## src/branch_skip_pkg.sv

```systemverilog
// constants for the conditional skip and relative branch unit
// assumes a word-wide ahb-lite register bus and an 8-bit flag vector
package branch_skip_pkg;

  // register byte offsets
  localparam logic [7:0] CTRL_OFF    = 8'h00;
  localparam logic [7:0] PC_OFF      = 8'h04;
  localparam logic [7:0] FLAGS_OFF   = 8'h08;
  localparam logic [7:0] INSN_OFF    = 8'h0C;
  localparam logic [7:0] OPERAND_OFF = 8'h10;
  localparam logic [7:0] STATUS_OFF  = 8'h14;

  // instruction register fields
  localparam int OP_LSB      = 0;
  localparam int BIT_LSB     = 4;
  localparam int DISP_LSB    = 8;
  localparam int TWO_WORD_POS = 16;

  // status register fields
  localparam int ST_BUSY_POS  = 0;
  localparam int ST_TAKEN_POS = 1;
  localparam int ST_CLK_LSB   = 2;
  localparam int ST_ERR_POS   = 8;

  // flag positions inside the status flag vector
  localparam int FLAG_C = 0;
  localparam int FLAG_N = 2;
  localparam int FLAG_V = 3;
  localparam int FLAG_H = 5;

  // reset values
  localparam logic [15:0] PC_RST    = 16'h0000;
  localparam logic [7:0]  FLAGS_RST = 8'h00;

  // clocks per outcome
  localparam logic [1:0] CLK_NOT_TAKEN = 2'h1;
  localparam logic [1:0] CLK_BRANCH    = 2'h2;
  localparam logic [1:0] CLK_SKIP_ONE  = 2'h2;
  localparam logic [1:0] CLK_SKIP_TWO  = 2'h3;

  typedef enum logic [3:0] {
    OP_SKIP_REG_BIT_SET     = 4'b0000,
    OP_SKIP_IO_BIT_CLEAR    = 4'b0001,
    OP_SKIP_IO_BIT_SET      = 4'b0010,
    OP_BRANCH_FLAG_SET      = 4'b0011,
    OP_BRANCH_FLAG_CLEAR    = 4'b0100,
    OP_BRANCH_CARRY_SET     = 4'b0101,
    OP_BRANCH_CARRY_CLEAR   = 4'b0110,
    OP_BRANCH_SAME_HIGHER   = 4'b0111,
    OP_BRANCH_LOWER         = 4'b1000,
    OP_BRANCH_GE_SIGNED     = 4'b1001,
    OP_BRANCH_LT_SIGNED     = 4'b1010,
    OP_BRANCH_HCARRY_SET    = 4'b1011,
    OP_BRANCH_HCARRY_CLEAR  = 4'b1100
  } opcode_t;

  typedef enum logic [0:0] {
    ST_IDLE = 1'b0,
    ST_EXEC = 1'b1
  } exec_state_t;

endpackage : branch_skip_pkg

```

## src/skip_cond_eval.sv

```systemverilog
// condition test for skip and branch instructions
// assumes operand and flags are stable while the opcode is presented
`timescale 1ns/100ps
`default_nettype none

module skip_cond_eval
  (
    input  wire logic [3:0] op,
    input  wire logic [2:0] bit_sel,
    input  wire logic [7:0] operand,
    input  wire logic [7:0] flags,
    output logic            cond_true,
    output logic            is_skip,
    output logic            bad_op
  );

  function automatic logic pick(input logic [7:0] v, input logic [2:0] b);
    pick = v[b];
  endfunction : pick

  logic c_f;
  logic h_f;
  logic s_f;

  always_comb
  begin
    c_f = flags[branch_skip_pkg::FLAG_C];
    h_f = flags[branch_skip_pkg::FLAG_H];
    s_f = flags[branch_skip_pkg::FLAG_N] ^ flags[branch_skip_pkg::FLAG_V];
    cond_true = 1'b0;
    is_skip   = 1'b0;
    bad_op    = 1'b0;
    case (op)
      branch_skip_pkg::OP_SKIP_REG_BIT_SET:
      begin
        cond_true = pick(operand, bit_sel);
        is_skip   = 1'b1;
      end
      branch_skip_pkg::OP_SKIP_IO_BIT_CLEAR:
      begin
        cond_true = ~pick(operand, bit_sel);
        is_skip   = 1'b1;
      end
      branch_skip_pkg::OP_SKIP_IO_BIT_SET:
      begin
        cond_true = pick(operand, bit_sel);
        is_skip   = 1'b1;
      end
      branch_skip_pkg::OP_BRANCH_FLAG_SET:    cond_true = pick(flags, bit_sel);
      branch_skip_pkg::OP_BRANCH_FLAG_CLEAR:  cond_true = ~pick(flags, bit_sel);
      branch_skip_pkg::OP_BRANCH_CARRY_SET:   cond_true = c_f;
      branch_skip_pkg::OP_BRANCH_CARRY_CLEAR: cond_true = ~c_f;
      branch_skip_pkg::OP_BRANCH_SAME_HIGHER: cond_true = ~c_f;
      branch_skip_pkg::OP_BRANCH_LOWER:       cond_true = c_f;
      branch_skip_pkg::OP_BRANCH_GE_SIGNED:   cond_true = ~s_f;
      branch_skip_pkg::OP_BRANCH_LT_SIGNED:   cond_true = s_f;
      branch_skip_pkg::OP_BRANCH_HCARRY_SET:  cond_true = h_f;
      branch_skip_pkg::OP_BRANCH_HCARRY_CLEAR: cond_true = ~h_f;
      // unknown codes fall through in sequence
      default:                                bad_op = 1'b1;
    endcase
  end

endmodule : skip_cond_eval

`default_nettype wire

```

## src/branch_skip_unit.sv

```systemverilog
// conditional skip and relative branch unit with ahb-lite registers
// assumes a single ahb-lite master, word transfers only, one clock
//
// Our own choices: the register addresses and the AHB-Lite interface to the registers.
`timescale 1ns/100ps
`default_nettype none

// Functional notes
// - A set register bit skips ahead two or three words.
// - io-bit-clear skips ahead when bit b of io register P is zero.
// - io-bit-set skips ahead when bit b of io register P is one.
// - Flag-set jumps to PC plus k plus one on bit s one, flags kept.
// - Flag-clear jumps to PC plus k plus one when bit s is zero.
// - Carry-set jumps on carry one, carry-clear on carry zero.
// - Same-or-higher jumps on carry zero, lower on carry one.
// - Signed greater-or-equal jumps when N xor V is zero.
// - Signed less-than jumps when N xor V is one.
// - Half-carry-set jumps on H one, half-carry-clear on H zero.
module branch_skip_unit
  #(
    parameter int PC_W   = 16,
    parameter int DISP_W = 7
  )
  (
    input  wire logic        hclk,
    input  wire logic        hresetn,
    input  wire logic        hsel,
    input  wire logic [31:0] haddr,
    input  wire logic [1:0]  htrans,
    input  wire logic        hwrite,
    input  wire logic [2:0]  hsize,
    input  wire logic [31:0] hwdata,
    input  wire logic        hready,
    output logic [31:0]      hrdata,
    output logic             hreadyout,
    output logic             hresp,
    output logic [PC_W-1:0]  pc_out,
    output logic             busy
  );

  // bus state
  logic            wr_pend_ff;
  logic            nxt_wr_pend;
  logic [7:0]      wr_addr_ff;
  logic [7:0]      nxt_wr_addr;
  logic [31:0]     rdata_ff;
  logic [31:0]     nxt_rdata;
  logic            addr_ok;

  // software registers
  logic [PC_W-1:0] pc_ff;
  logic [PC_W-1:0] nxt_pc;
  logic [7:0]      flags_ff;
  logic [7:0]      nxt_flags;
  logic [16:0]     insn_ff;
  logic [16:0]     nxt_insn;
  logic [7:0]      operand_ff;
  logic [7:0]      nxt_operand;

  // execution state
  branch_skip_pkg::exec_state_t state_ff;
  branch_skip_pkg::exec_state_t nxt_state;
  logic [1:0]      remain_ff;
  logic [1:0]      nxt_remain;
  logic [PC_W-1:0] target_ff;
  logic [PC_W-1:0] nxt_target;
  logic            taken_ff;
  logic            nxt_taken;
  logic [1:0]      clocks_ff;
  logic [1:0]      nxt_clocks;
  logic            err_ff;
  logic            nxt_err;

  // decode of the stored instruction
  logic [3:0]        op;
  logic [2:0]        bit_sel;
  logic [DISP_W-1:0] disp;
  logic              two_word;
  logic              cond_true;
  logic              is_skip;
  logic              bad_op;
  logic              start;
  logic              wr_ctrl;
  logic [PC_W-1:0]   disp_ext;
  logic [PC_W-1:0]   seq_pc;
  logic [PC_W-1:0]   calc_target;
  logic [1:0]        calc_clocks;
  logic              calc_taken;

  function automatic logic hit(input logic [7:0] a, input logic [7:0] off);
    hit = (a == off);
  endfunction : hit

  assign op       = insn_ff[branch_skip_pkg::OP_LSB +: 4];
  assign bit_sel  = insn_ff[branch_skip_pkg::BIT_LSB +: 3];
  assign disp     = insn_ff[branch_skip_pkg::DISP_LSB +: DISP_W];
  assign two_word = insn_ff[branch_skip_pkg::TWO_WORD_POS];

  skip_cond_eval u_cond
    (
      .op        (op),
      .bit_sel   (bit_sel),
      .operand   (operand_ff),
      .flags     (flags_ff),
      .cond_true (cond_true),
      .is_skip   (is_skip),
      .bad_op    (bad_op)
    );

  // zero wait states, always okay
  assign hreadyout = 1'b1;
  assign hresp     = 1'b0;
  assign hrdata    = rdata_ff;
  assign pc_out    = pc_ff;
  assign busy      = (state_ff == branch_skip_pkg::ST_EXEC);

  always_comb
  begin
    addr_ok     = hsel & htrans[1] & hready;
    nxt_wr_pend = addr_ok & hwrite;
    nxt_wr_addr = addr_ok ? haddr[7:0] : wr_addr_ff;
    nxt_rdata   = rdata_ff;
    if (addr_ok & ~hwrite)
    begin
      nxt_rdata = 32'h00000000;
      if (hit(haddr[7:0], branch_skip_pkg::PC_OFF))
        nxt_rdata[PC_W-1:0] = pc_ff;
      else if (hit(haddr[7:0], branch_skip_pkg::FLAGS_OFF))
        nxt_rdata[7:0] = flags_ff;
      else if (hit(haddr[7:0], branch_skip_pkg::INSN_OFF))
        nxt_rdata[16:0] = insn_ff;
      else if (hit(haddr[7:0], branch_skip_pkg::OPERAND_OFF))
        nxt_rdata[7:0] = operand_ff;
      else if (hit(haddr[7:0], branch_skip_pkg::STATUS_OFF))
      begin
        nxt_rdata[branch_skip_pkg::ST_BUSY_POS]     = busy;
        nxt_rdata[branch_skip_pkg::ST_TAKEN_POS]    = taken_ff;
        nxt_rdata[branch_skip_pkg::ST_CLK_LSB +: 2] = clocks_ff;
        nxt_rdata[branch_skip_pkg::ST_ERR_POS]      = err_ff;
      end
    end
  end

  always_ff @(posedge hclk or negedge hresetn)
  begin
    if (!hresetn)
    begin
      wr_pend_ff <= 1'b0;
      wr_addr_ff <= 8'h00;
      rdata_ff   <= 32'h00000000;
    end
    else
    begin
      wr_pend_ff <= nxt_wr_pend;
      wr_addr_ff <= nxt_wr_addr;
      rdata_ff   <= nxt_rdata;
    end
  end

  // outcome of the stored instruction
  always_comb
  begin
    disp_ext    = PC_W'($signed(disp));
    seq_pc      = pc_ff + PC_W'(1);
    calc_target = seq_pc;
    calc_clocks = branch_skip_pkg::CLK_NOT_TAKEN;
    calc_taken  = 1'b0;
    if (!bad_op && cond_true)
    begin
      calc_taken = 1'b1;
      if (is_skip)
      begin
        calc_target = two_word ? pc_ff + PC_W'(3) : pc_ff + PC_W'(2);
        calc_clocks = two_word ? branch_skip_pkg::CLK_SKIP_TWO
                               : branch_skip_pkg::CLK_SKIP_ONE;
      end
      else
      begin
        calc_target = seq_pc + disp_ext;
        calc_clocks = branch_skip_pkg::CLK_BRANCH;
      end
    end
  end

  always_comb
  begin
    wr_ctrl = wr_pend_ff & hit(wr_addr_ff, branch_skip_pkg::CTRL_OFF);
    start   = wr_ctrl & hwdata[0] & (state_ff == branch_skip_pkg::ST_IDLE);
  end

  // registers are frozen while an instruction runs
  always_comb
  begin
    nxt_pc      = pc_ff;
    nxt_flags   = flags_ff;
    nxt_insn    = insn_ff;
    nxt_operand = operand_ff;
    if (wr_pend_ff && state_ff == branch_skip_pkg::ST_IDLE)
    begin
      if (hit(wr_addr_ff, branch_skip_pkg::PC_OFF))
        nxt_pc = hwdata[PC_W-1:0];
      if (hit(wr_addr_ff, branch_skip_pkg::FLAGS_OFF))
        nxt_flags = hwdata[7:0];
      if (hit(wr_addr_ff, branch_skip_pkg::INSN_OFF))
        nxt_insn = hwdata[16:0];
      if (hit(wr_addr_ff, branch_skip_pkg::OPERAND_OFF))
        nxt_operand = hwdata[7:0];
    end
    if (state_ff == branch_skip_pkg::ST_EXEC && remain_ff == 2'h0)
      nxt_pc = target_ff;
  end

  always_ff @(posedge hclk or negedge hresetn)
  begin
    if (!hresetn)
    begin
      pc_ff      <= PC_W'(branch_skip_pkg::PC_RST);
      flags_ff   <= branch_skip_pkg::FLAGS_RST;
      insn_ff    <= 17'h00000;
      operand_ff <= 8'h00;
    end
    else
    begin
      pc_ff      <= nxt_pc;
      flags_ff   <= nxt_flags;
      insn_ff    <= nxt_insn;
      operand_ff <= nxt_operand;
    end
  end

  // execution sequencer
  always_comb
  begin
    nxt_state  = state_ff;
    nxt_remain = remain_ff;
    nxt_target = target_ff;
    nxt_taken  = taken_ff;
    nxt_clocks = clocks_ff;
    nxt_err    = err_ff;
    case (state_ff)
      branch_skip_pkg::ST_IDLE:
      begin
        if (start)
        begin
          nxt_state  = branch_skip_pkg::ST_EXEC;
          nxt_remain = calc_clocks - 2'h1;
          nxt_target = calc_target;
          nxt_taken  = calc_taken;
          nxt_clocks = calc_clocks;
          nxt_err    = bad_op;
        end
      end
      branch_skip_pkg::ST_EXEC:
      begin
        if (remain_ff == 2'h0)
          nxt_state = branch_skip_pkg::ST_IDLE;
        else
          nxt_remain = remain_ff - 2'h1;
      end
      default:
        nxt_state = branch_skip_pkg::ST_IDLE;
    endcase
  end

  always_ff @(posedge hclk or negedge hresetn)
  begin
    if (!hresetn)
    begin
      state_ff  <= branch_skip_pkg::ST_IDLE;
      remain_ff <= 2'h0;
      target_ff <= PC_W'(branch_skip_pkg::PC_RST);
      taken_ff  <= 1'b0;
      clocks_ff <= 2'h0;
      err_ff    <= 1'b0;
    end
    else
    begin
      state_ff  <= nxt_state;
      remain_ff <= nxt_remain;
      target_ff <= nxt_target;
      taken_ff  <= nxt_taken;
      clocks_ff <= nxt_clocks;
      err_ff    <= nxt_err;
    end
  end

endmodule : branch_skip_unit

`default_nettype wire

```

## config.mk

```make
export PLATFORM = sky130hd
export DESIGN_NAME = branch_skip_unit
export DESIGN_NICKNAME = d
export VERILOG_FILES = /design/src/branch_skip_pkg.sv /design/src/skip_cond_eval.sv /design/src/branch_skip_unit.sv
export SDC_FILE = /design/constraint.sdc
export NUM_CORES = 1
export LEC_CHECK = 0
export CAP_MARGIN = 20
export CORE_UTILIZATION = 43
export DETAILED_ROUTE_END_ITERATION = 16
export DONT_BUFFER_PORTS = 1
export PLACE_DENSITY = 0.68
export REMOVE_ABC_BUFFERS = 1
export SKIP_CTS_REPAIR_TIMING = 1
export SLEW_MARGIN = 20
export SYNTH_ARGS = -nofsm -noshare
export SYNTH_HDL_FRONTEND = slang
export SYNTH_HIERARCHICAL = 1
export SYNTH_SLANG_ARGS = --single-unit
```

## constraint.sdc

```tcl
create_clock -name hclk -period 3.3 [get_ports hclk]
set_input_delay 0.825 -clock hclk [delete_from_list [all_inputs] [get_ports hclk]]
set_output_delay 0.825 -clock hclk [all_outputs]
set_load 0.02 [all_outputs]
```

# Yosys cells after proc, flatten, opt, wreduce, memory -nomap -nowiden
# Cells that the tools add are included.
dict set report op_classes {
  addsub 6
  order_cmp 1
  eq_ne 23
  mux 34
  n_bitwise 15
  reduce_logical 19
}
# operator n
set op_table {}
lappend op_table {{two-way mux 16 bit} 7}
lappend op_table {{adder 16 x 2 -> 16 bit, second input constant} 2}
lappend op_table {{equality test 8 x 4 -> 1 bit, second input constant} 4}
lappend op_table {{equality test 8 x 5 -> 1 bit, second input constant} 3}
lappend op_table {{equality test 4 bit, second input constant} 5}
lappend op_table {{two-way mux 9 bit} 2}
lappend op_table {{adder 16 x 1 -> 16 bit, second input constant} 1}
lappend op_table {{adder 16 bit} 1}
lappend op_table {{equality test 4 x 3 -> 1 bit, second input constant} 4}
lappend op_table {{equality test 8 x 3 -> 1 bit, second input constant} 2}
lappend op_table {{two-way mux 8 bit} 2}
lappend op_table {{OR reduction 13 bit} 1}
lappend op_table {{two-way mux 1 bit} 12}
lappend op_table {{two-way mux 4 bit} 3}
lappend op_table {{AND reduction 2 bit} 6}
lappend op_table {{one-hot mux 1 bit (10 select lines)} 1}
lappend op_table {{equality test 4 x 2 -> 1 bit, second input constant} 2}
lappend op_table {{logical NOT 8 bit} 1}
lappend op_table {{AND 1 bit} 7}
lappend op_table {{NOT 1 bit} 7}
lappend op_table {{binary-select mux 1 bit (select 3 bit)} 2}
lappend op_table {{two-way mux 2 bit} 3}
lappend op_table {{OR reduction 2 bit} 3}
lappend op_table {{equality test 4 x 1 -> 1 bit, second input constant} 1}
lappend op_table {{11 further kinds} 16}
dict set report totals {
  regBits 98
  inputBits 74
  output_inout_bits 51
  word_cells 111
}

# Longest topological paths before layout
# Gate-level depths: netlist of run 1.
dict set report logic_depth {
  depth_word 9
  ltp_mapped 12
  mapped_depth_nobuf 12
}

# By module
# The synthesis of run 1 kept the hierarchy.
# mod instances cells_each area_each_um2 seq_area_each_um2
set modules_own_cells {}
lappend modules_own_cells {branch_skip_unit 1 624 6125.9 2427.3}
lappend modules_own_cells {skip_cond_eval 1 33 300.3 0.0}

# Worst setup path after synthesis of run 1
# No wires, ideal clock.
dict set report synth_path {
  path_type {reg2reg}
  from {register pc_ff[1], in the netlist pc_out[1]}
  to {register target_ff[15]}
  setup_ns 0.092
  t_arrival_ns 2.942
  required_time_ns 3.208
  path_slack_ns 0.266
  stages_incl_launch_ff 13
  n_path_buf 0
  synth_period_minus_slack_ns 3.034
  cell_sequence {dfrtp_1 > ha_1 > nand3_2 > or3_1 > nor2_1 > xor2_1 > ha_1 > a21o_1 > a21o_1 > a21oi_1 > o211ai_1 > mux2i_1 > o31ai_2}
}
dict set report synth_via {
  elab_chain_cells 4
  elab_cells_between_ends 7
  cone_classes {add/sub: 4; mux: 3}
}
# element line_no
set synth_rtl {}
lappend synth_rtl {{from (decl)} branch_skip_unit.sv:51} ;# logic [PC_W-1:0] pc_ff;
lappend synth_rtl {{from (signal assigned)} branch_skip_unit.sv:217} ;# pc_ff <= PC_W'(branch_skip_pkg::PC_RST);
lappend synth_rtl {{from (signal assigned)} branch_skip_unit.sv:224} ;# pc_ff <= nxt_pc;
lappend synth_rtl {{adder 16 x 1 -> 16 bit or adder 16 x 2 -> 16 bit (tied branches)} {branch_skip_unit.sv:164, branch_skip_unit.sv:173}}
lappend synth_rtl {{adder 16 bit or two-way mux 16 bit (tied branches)} {branch_skip_unit.sv:179, branch_skip_unit.sv:173}}
lappend synth_rtl {{two-way mux 16 bit} branch_skip_unit.sv:171} ;# if (is_skip)
lappend synth_rtl {{two-way mux 16 bit (*)} branch_skip_unit.sv:168} ;# if (!bad_op && cond_true)
lappend synth_rtl {{to (signal assigned)} branch_skip_unit.sv:271} ;# target_ff <= PC_W'(branch_skip_pkg::PC_RST);
lappend synth_rtl {{to (signal assigned)} branch_skip_unit.sv:280} ;# target_ff <= nxt_target;
lappend synth_rtl {{to (decl)} branch_skip_unit.sv:65} ;# logic [PC_W-1:0] target_ff;
# Mark *: on every way between the ends. The rest lies on a longest branch, timed or not.
# A chain may end at the register's enable or synchronous reset.

# Final worst setup path of run 1
dict set report layout_path {
  from {register insn_ff[5]}
  to {register target_ff[13]}
}
dict set report layout_via {
  elab_chain_cells 6
  elab_cells_between_ends 9
  cone_classes {mux: 6; bitwise: 2; reduce/logical: 1}
}
# element line_no
set layout_rtl {}
lappend layout_rtl {{from (decl)} branch_skip_unit.sv:55} ;# logic [16:0] insn_ff;
lappend layout_rtl {{from (signal assigned)} branch_skip_unit.sv:226} ;# insn_ff <= nxt_insn;
lappend layout_rtl {{binary-select mux 1 bit (select 3 bit)} skip_cond_eval.sv:18} ;# pick = v[b];
lappend layout_rtl {{two-way mux 1 bit (not written as such)} skip_cond_eval.sv:18}
lappend layout_rtl {{NOT 1 bit, on equally long branches} {skip_cond_eval.sv:50, skip_cond_eval.sv:41}}
lappend layout_rtl {{one-hot mux 1 bit (10 select lines) (*)} skip_cond_eval.sv:33} ;# case (op)
lappend layout_rtl {{named net cond_true} branch_skip_unit.sv:79} ;# logic cond_true;
lappend layout_rtl {{logical AND 1 bit (*)} branch_skip_unit.sv:168}
lappend layout_rtl {{two-way mux 16 bit (*)} branch_skip_unit.sv:168}
# Mark *: on every way through the listed nets, which the timed path passes. The rest lies on a longest branch. The select of a mux whose other input is x is not followed.

==> flow_metrics.tcl, run 1 <==
set metrics [dict create \
    post-route-period-util_pct 95.78 \
    drt_first_pass_iters 6 \
    syn-mean-instance-area_um2 9.781 \
    die_x_um 124.2 \
    slew_viol_final 0 \
    clockBufferDepth 2 \
    path_clk_slew_ps 70 \
    syn-cell-area_um2 6426 \
    slew_headroom_pct 42.97 \
    worst_path_most_repeated_cell "mux2i_1" \
    synth.distinct_cells 65 \
    worst-path-stages 10 \
    fin_total_pwr_mw 3.659 \
    cts_root_buf "clkbuf_16" \
    max_stage_delay_ps 590 \
    whs_ps 160.6 \
    path_buf_inv 1 \
    cts_tree "yes" \
    worstMarginPinSlew_ps 848.4 \
    synthArstFlopShare_pct 100.0 \
    start_kind "register" \
    drive_above_1_share_pct 17.27 \
    fmax_ghz 0.3164 \
    hold_violations 0 \
    p_leak_nw 2.881 \
    numCtsBuffers 9 \
    antenna_found_initial 0 \
    grt_overflow 0 \
    synth_seq_area_share_pct 37.77 \
    ant_nets 0 \
    finalClockSkew_ps 8.635 \
    grt_first_pass_wirelength_um 27520 \
    power_density_nw_per_um2 529.6 \
    routed_via_density 6.103 \
    ys.flop_type "dfrtp_1" \
    instances_no_fill 844 \
    seqCellArea_um2 2427 \
    final.fill_count 1370 \
    utilization_pct 47.54 \
    drtIter0Drc 356 \
    cp-end-kind "register" \
    drc 0 \
    cts.sinks 97 \
    grt_pass1_vias 5074 \
    grt_max_degree 98 \
    vdd_drop_max_v 0.0002776 \
    crit_arrival_ps 3440 \
    synth-edff-count 0 \
    clock_latency_ps 360 \
    die_area_um2 15440 \
    maxCapViolations 0 \
    start_util_pct 44.21 \
    netlist_instances 657 \
    grt.total_usage_pct 22.72 \
    portBuffers 0 \
    cts_max_level 3 \
    multi_input_area_um2 3720 \
    cpLargestDelayFamily "multiplexers" \
    yosys_warnings 6 \
    place_congestion 0.9131 \
    syn2layout_area_growth_pct 7.516 \
    cp_data_required_time_ps 3580 \
    ys_ff_latch 97 \
    dp_hpwl_um 12590 \
    core_area_um2 14530 \
    die_h_um 124.2 \
    worstSetupPathType "reg2reg" \
    avgRoutedWirePerCell_um 20.31 \
    fin_crit_ps 3161 \
    fin_nets 753 \
    setup_violations 0 \
    fin_tns_setup_ps 0 \
    vias 5151 \
    io_pins 125 \
    reg2reg_depth 10 \
    dp_cells 828 \
    run_status "finished clean" \
    rows 44 \
    path_cells "mux4_1 > mux2i_1 > mux2i_1 > o211ai_1 > nor2b_1 > buf_4 > nand2b_1 > o311ai_0 > o31ai_1 > o21bai_1" \
    worstHoldPathType "in2async" \
    wl_um 17140 \
    cp_slowest_cell "mux4_1" \
    num_antenna_cells 0 \
    crit_path_max_fanout 8 \
]
path summary, 6_finish.rpt:
kind / start / to / slack (ps)
max in group asynchronous: hresetn / target_ff[14] / 2980
worst max register to register: insn_ff[5] / target_ff[13] / 140
worst max-delay path: insn_ff[5] / target_ff[13] / 140
worst min-delay path: hresetn / flags_ff[3] / 160
min in group hclk: err_ff / err_ff / 470
worst min register to register: err_ff / err_ff / 470
cells in the final DEF, fill, tap and decap left out, types with 9 or more instances in the layout:
master      n
a21o_1     10
a21oi_1    29
a22oi_1     9
a31oi_1    11
buf_4      30
clkbuf_16   9
conb_1     17
dfrtp_1    97
ha_1       23
mux2_2     43
mux2i_1    32
nand2_1    68
nand2b_1   12
nand3_1     9
nor2_1     36
nor3_1     15
o211ai_1   11
o21ai_0    44
xnor2_1    19
xor2_1     16
cell type report:
cell class | instances | share of cell area [%]
Clock buffer | 11 | 3.513
Timing Repair Buffer | 30 | 3.260
Clock inverter | 5 | 0.5433
Inverter | 7 | 0.3803
Sequential cell | 97 | 35.13
Multi-Input combinational cell | 510 | 53.84
Tap cell | 184 | 3.332
power breakdown:
part / internal [mW] / switching [mW]
sequential: 1.33 / 0.225
clock: 0.536 / 0.475
combinational: 0.455 / 0.643
total: 2.32 / 1.34
metal layers:
| layer | vias to the layer above | routed length, µm | track usage [%] |
|---|---|---|---|
| met5 | - | 0 | 0 |
| met4 | 0 | 424 | 8.221 |
| met3 | 33 | 1074 | 6.034 |
| met2 | 180 | 8218 | 37.34 |
| met1 | 2564 | 7427 | 28.59 |
| li1 | 2374 | - | - |
through the flow:
step | worst slack [ps] | area, µm²
2_1_floorplan | -403.2 | 6147
3_3_place_gp | 180.9 | 6621
3_5_place_dp | 100.7 | 6621
4_1_cts | 66.78 | 6902
5_1_grt | -1.245 | 6909
6_report | 139.1 | 6909
cell usage after synthesis, drive strengths merged, types with 13 or more instances:
library cell	count	area [µm²]
mux2i	32	320.3
mux2	43	484.2
xnor2	19	166.4
ha	23	287.8
o21ai	47	235.2
nand2b	13	88.83
a21oi	30	153.9
nand2	68	255.2
nor2	38	142.6
dfrtp	97	2427
xor2	16	140.1
buf	39	264.0
nor3	16	80.08
clkbuf	19	71.32
worst register-to-register path, stage by stage (launching register included):
cell      delay, ps
dfrtp_1         460
mux4_1          590
mux2i_1         280
mux2i_1         250
o211ai_1        160
nor2b_1         200
buf_4           180
nand2b_1        300
o311ai_0        230
o31ai_1         280
o21bai_1        160
kinds of logic (layout without fill, tap and decap cells):
group / after synthesis / count (layout) / synth area share, %
compound gates: 168 / 168 / 18.01
xor+xnor: 35 / 35 / 4.770
fa+ha+maj: 24 / 24 / 4.790
buf+inv: 65 / 53 / 5.627
other cells: 2 / 17 / 0.1169
simple gates: 188 / 188 / 15.23
flops: 97 / 97 / 37.77
mux: 78 / 78 / 13.69
registers in the layout, indices dropped and copies added (netlist names):
name        count
hrdata         17
insn_ff        17
pc_out         16
target_ff      16
flags_ff        8
operand_ff      8
wr_addr_ff      8
remain_ff       2
busy            1
clocks_ff       1
err_ff          1
taken_ff        1
wr_pend_ff      1
Note: power is estimated with default switching activity, not from simulation.
==> run 2: changes to the inputs <==
--- a/config.mk
+++ b/config.mk
@@ -6,10 +6,11 @@
 export NUM_CORES = 1
 export LEC_CHECK = 0
 export CAP_MARGIN = 20
-export CORE_UTILIZATION = 43
+export CORE_UTILIZATION = 55
 export DETAILED_ROUTE_END_ITERATION = 16
 export DONT_BUFFER_PORTS = 1
-export PLACE_DENSITY = 0.68
+export PLACE_DENSITY = 0.8
+export RECOVER_POWER = 100
 export REMOVE_ABC_BUFFERS = 1
 export SKIP_CTS_REPAIR_TIMING = 1
 export SLEW_MARGIN = 20
==> run 2 against run 1 <==
Net effect:
- the run now ends with capacitance limit, slew limit left
- global-route usage up 6.3 points
- sequential power about the same
- power down 0.72%
- critical path depth up 2
- final cell count down 4.9%
- fmax up 1.5%
- register-to-register slack better by 50 ps
- die area down 21%
- core utilization up 12 points
- hold slack better by 7.9 ps
- final area down 1.5%
- worst setup slack better by 46 ps
==> flow_metrics.tcl, run 2 (same netlist as run 1, synthesis figures left out) <==
set metrics [dict create \
    run_status "finished, violations left" \
    violations "capacitance limit, slew limit" \
    numCtsBuffers 9 \
    wl_um 16530 \
    r2r_slack_ps 180 \
    cp-end-kind "register" \
    die_h_um 110.1 \
    slew_headroom_pct -4.648 \
    final_cell_mix "96 x dfrtp_1, 68 x nand2_1, 45 x o21ai_0, 42 x mux2_2, 36 x nor2_1" \
    io_pins 125 \
    worst_slack_ps 185.0 \
    pre_cts_ws_ps 165.7 \
    place_congestion 0.9199 \
    setup_violations 0 \
    fin_crit_ps 3115 \
    drive_above_1_share_pct 14.85 \
    avgRoutedWirePerCell_um 20.59 \
    antenna_found_initial 1 \
    num_antenna_cells 0 \
    slew_viol_final 34 \
    crit_arrival_ps 3350 \
    grt.total_usage_pct 29.07 \
    maxCapViolations 1 \
    cp_data_required_time_ps 3530 \
    fin_nets 753 \
    p_comb_share_pct 29.5 \
    die_x_um 110.1 \
    die_area_um2 12120 \
    whs_ps 168.5 \
    fin_tns_setup_ps 0 \
    finalClockSkew_ps 11.49 \
    sequentialPowerShare_pct 42.5 \
    worstMarginPinSlew_ps 1570 \
    dp_hpwl_um 12370 \
    p_clk_share_pct 28.0 \
    p_leak_nw 2.841 \
    switching_share_pct 36.31 \
    crit_path_max_fanout 9 \
    vias 5198 \
    grt_first_pass_wirelength_um 26370 \
    final.fill_count 973 \
    drc 0 \
    cts_max_level 3 \
    p_sw_mw 1.319 \
    worstHoldPathType "in2async" \
    mostFrequentLayoutCell "dfrtp_1" \
    clock_latency_ps 350 \
    core_area_um2 11420 \
    cts_root_buf "clkbuf_16" \
    drt_first_pass_iters 6 \
    start_util_pct 56.28 \
    power_density_nw_per_um2 534.1 \
    post-route-period-util_pct 94.39 \
    cts.sinks 97 \
    stdcell_area_um2 6803 \
    ant_nets 0 \
    grt_overflow 0 \
    rows 39 \
    grt_max_degree 98 \
    routed_via_density 6.473 \
    dpl_cell_area_um2 6570 \
    syn2layout_area_growth_pct 5.861 \
    fmax_ghz 0.3210 \
    vdd_drop_max_v 0.0002600 \
    grt_setup_unrepaired "false" \
    portBuffers 0 \
    path_clk_slew_ps 70 \
    internal-power_mw 2.314 \
    grt_pass1_vias 5008 \
    hold_violations 0 \
    clockBufferDepth 2 \
    cts_tree "yes" \
    drtIter0Drc 355 \
    worstSetupPathType "reg2reg" \
    start_kind "register" \
]
==> run 2: cell types whose count changed in the layout (fill, tap and decap cells not counted), moves of 2 or more <==
cell / change
buf_4: -14
clkbuf_1: +13
clkinv_4: +2
clkinvlp_4: -2
nand3_1: +2
nand3_2: -2
==> run 2: critical path: stages, from the launching register on <==
cell and delay, ps:
dfrtp_1 450, mux4_1 580, mux2i_1 250, mux2i_1 220
o211ai_1 120, nor2b_1 180, buf_4 160, buf_4 180
nand2b_1 290, o31ai_1 190, a2111oi_4 230, a21oi_2 70
o41ai_2 70
==> run 2: final timing paths <==
kind,endpoint,cells after the start,start
setup / recovery,target_ff[10],12,insn_ff[5]
hold / removal,hrdata[2],0,hresetn
setup reg to reg,target_ff[10],12,insn_ff[5]
hold reg to reg,err_ff,2,err_ff
max in group asynchronous,target_ff[14],0,hresetn
min in group hclk,err_ff,2,err_ff
==> run 2: metrics by stage <==
step,util (%),cells,power (mW)
floorplan,-,614,2.319
global placement,57.54,787,2.606
detailed placement,57.54,787,2.643
CTS,60.09,803,3.674
global route,59.58,803,3.818
finish,59.58,803,3.633
==> run 2: area by class of cell <==
class	instances	area (µm²)	share of cell area [%]
Multi-Input combinational cell	510	3704	54.44
Inverter	7	26.28	0.3862
Clock buffer	12	256.5	3.770
Tap cell	143	178.9	2.630
Timing Repair Buffer	30	173.9	2.557
Clock inverter	4	35.03	0.5150
Sequential cell	97	2429	35.70
==> run 2: power groups by stage <==
stage | registers [mW] | clock network, mW | logic [mW]
2_1_floorplan | 1.60 | 0 | 0.717
5_1_grt | 1.57 | 1.08 | 1.17
4_1_cts | 1.55 | 1.05 | 1.08
6_report | 1.55 | 1.02 | 1.07
3_5_place_dp | 1.57 | 0 | 1.08
3_3_place_gp | 1.56 | 0 | 1.04
==> run 2: metal layers <==
metal	share of wire, %	vias to the layer above	track usage, %
li1	-	2379	-
met5	0.085	-	0
met4	3.3	2	12.03
met1	42	2559	36.64
met2	47	218	48.08
met3	7.6	40	6.702
==> run 3: changes to the inputs <==
--- a/config.mk
+++ b/config.mk
@@ -9,6 +9,7 @@
 export CORE_UTILIZATION = 55
 export DETAILED_ROUTE_END_ITERATION = 16
 export DONT_BUFFER_PORTS = 1
+export GPL_TIMING_DRIVEN = 0
 export PLACE_DENSITY = 0.8
 export RECOVER_POWER = 100
 export REMOVE_ABC_BUFFERS = 1
==> constraint.sdc (replaced) <==
create_clock -name hclk -period 3.7 [get_ports hclk]
set_input_delay 0.925 -clock hclk [delete_from_list [all_inputs] [get_ports hclk]]
set_output_delay 0.925 -clock hclk [all_outputs]
set_load 0.02 [all_outputs]
==> run 3 against run 2 <==
Net effect:
- the run still ends with capacitance limit, slew limit left
- core utilization is 0.58 points lower
- clock-buffer cell count is 2 lower
- non-clock buffer count is 23 lower
- routed wire length is 2.7% higher
- power is 8.1% lower
- final cell count is 2.9% lower
- clock power hardly changed
- sequential share of layout area is 0.41 points higher
- critical path depth is 1 lower
- worst setup slack worse by 24 ps
- flip-flop and latch count stayed put
- first-iteration DRC count is 42% higher
==> flow_metrics.tcl, run 3 (same netlist as run 1, synthesis figures left out) <==
set metrics [dict create \
    post-route-period-util_pct 95.66 \
    worstHoldPathType "in2async" \
    grt_overflow 0 \
    io_pins 125 \
    grt_setup_unrepaired "false" \
    crit_arrival_ps 3800 \
    cp-end-kind "register" \
    grt_first_pass_wirelength_um 27480 \
    p_leak_nw 2.799 \
    hold_violations 0 \
    portBuffers 0 \
    die_x_um 110.1 \
    worstMarginPinSlew_ps 2236 \
    die_h_um 110.1 \
    cts.sinks 97 \
    rows 39 \
    power_density_nw_per_um2 495.6 \
    antenna_found_initial 0 \
    drt_first_pass_iters 5 \
    drive_above_1_share_pct 13.66 \
    num_antenna_cells 0 \
    vias 5177 \
    crit_path_max_fanout 9 \
    slew_viol_final 34 \
    grt_util_met1_pct 38.60 \
    stdcell_area_um2 6736 \
    cts_tree "yes" \
    final.fill_count 973 \
    violations "capacitance limit, slew limit" \
    seqCellArea_um2 2432 \
    fmax_ghz 0.2825 \
    clockBufferDepth 2 \
    numCtsBuffers 9 \
    place_congestion 0.9088 \
    cts_max_level 3 \
    start_util_pct 56.28 \
    routed_via_density 6.637 \
    grt.total_usage_pct 29.92 \
    grt_pass1_vias 5194 \
    gr-usage-met2_pct 49.69 \
    worst_slack_ps 160.5 \
    run_status "finished, violations left" \
    dpl_cell_area_um2 6442 \
    cp_data_required_time_ps 3960 \
    fin_total_pwr_mw 3.338 \
    vdd_drop_max_v 0.0003775 \
    worstSetupPathType "reg2reg" \
    cts_root_buf "clkbuf_16" \
    final_cell_mix "93 x dfrtp_1, 68 x nand2_1, 47 x o21ai_0, 42 x mux2_2, 38 x nor2_1" \
    grt_max_degree 98 \
    avgRoutedWirePerCell_um 21.77 \
    pre_cts_ws_ps 64.91 \
    mostFrequentLayoutCell "dfrtp_1" \
    syn2layout_area_growth_pct 4.829 \
    dp_hpwl_um 12220 \
    core_area_um2 11420 \
    multi_input_area_um2 3710 \
    path_clk_slew_ps 70 \
    clock_latency_ps 350 \
    maxCapViolations 1 \
    wl_um 16980 \
    fin_crit_ps 3539 \
    ant_nets 0 \
    finalClockSkew_ps 14.90 \
    setup_violations 0 \
    grt_use_met3_pct 5.467 \
    start_kind "register" \
    drc 0 \
    slew_headroom_pct -49.64 \
    die_area_um2 12120 \
    fin_nets 730 \
    drtIter0Drc 503 \
    top_usage_layer "met2" \
]
run 3: routing by layer:
metal / up-vias / wire length (µm)
li1: 2330 / -
met1: 2544 / 7022
met2: 262 / 8188
met5: - / 0
met3: 41 / 1344
met4: 0 / 423
run 3: where the power goes:
group,total [mW],internal [mW],switching (mW)
logic,0.812,0.353,0.459
clock network,1.03,0.603,0.430
registers,1.49,1.18,0.311
run 3: final timing paths:
path	start	endpoint	cells past startpoint	slack (ps)
hold / removal	hresetn	target_ff[6]	0	260
hold reg to reg	target_ff[7]	target_ff[7]	2	490
min in group hclk	target_ff[7]	target_ff[7]	2	490
setup / recovery	pc_out[3]	target_ff[15]	11	160
setup reg to reg	pc_out[3]	target_ff[15]	11	160
max in group asynchronous	hresetn	pc_out[12]	0	3310
run 3: worst max-delay path: stages (launching register included):
cell and delay [ps]:
dfrtp_1 710, nand3_2 350, or3_1 540, nor2_1 240, xor2_1 200, ha_1 340, a21o_1 200, a21o_1 180
a21oi_1 130, o211ai_1 160, mux2i_1 170, o31ai_2 220
run 3: stage by stage:
stage / setup TNS, ps / cells / hold slack, ps / util [%]
2_1_floorplan: -50.62 / 614 / 439.4 / -
3_3_place_gp: -31350 / 757 / 464.3 / 55.40
3_5_place_dp: 0 / 763 / 471.8 / 56.42
4_1_cts: 0 / 779 / 258.0 / 59.26
5_1_grt: 0 / 780 / 253.6 / 59.00
6_report: 0 / 780 / 263.0 / 59.00
run 3: final cells by class:
type / instances / area share [%]
inverters: 7 / 0.3900
repair buffers: 7 / 0.9658
flip-flops and latches: 97 / 36.11
multi-input cells: 510 / 55.07
clock inverters: 6 / 1.412
well taps: 143 / 2.656
clock buffers: 10 / 3.399
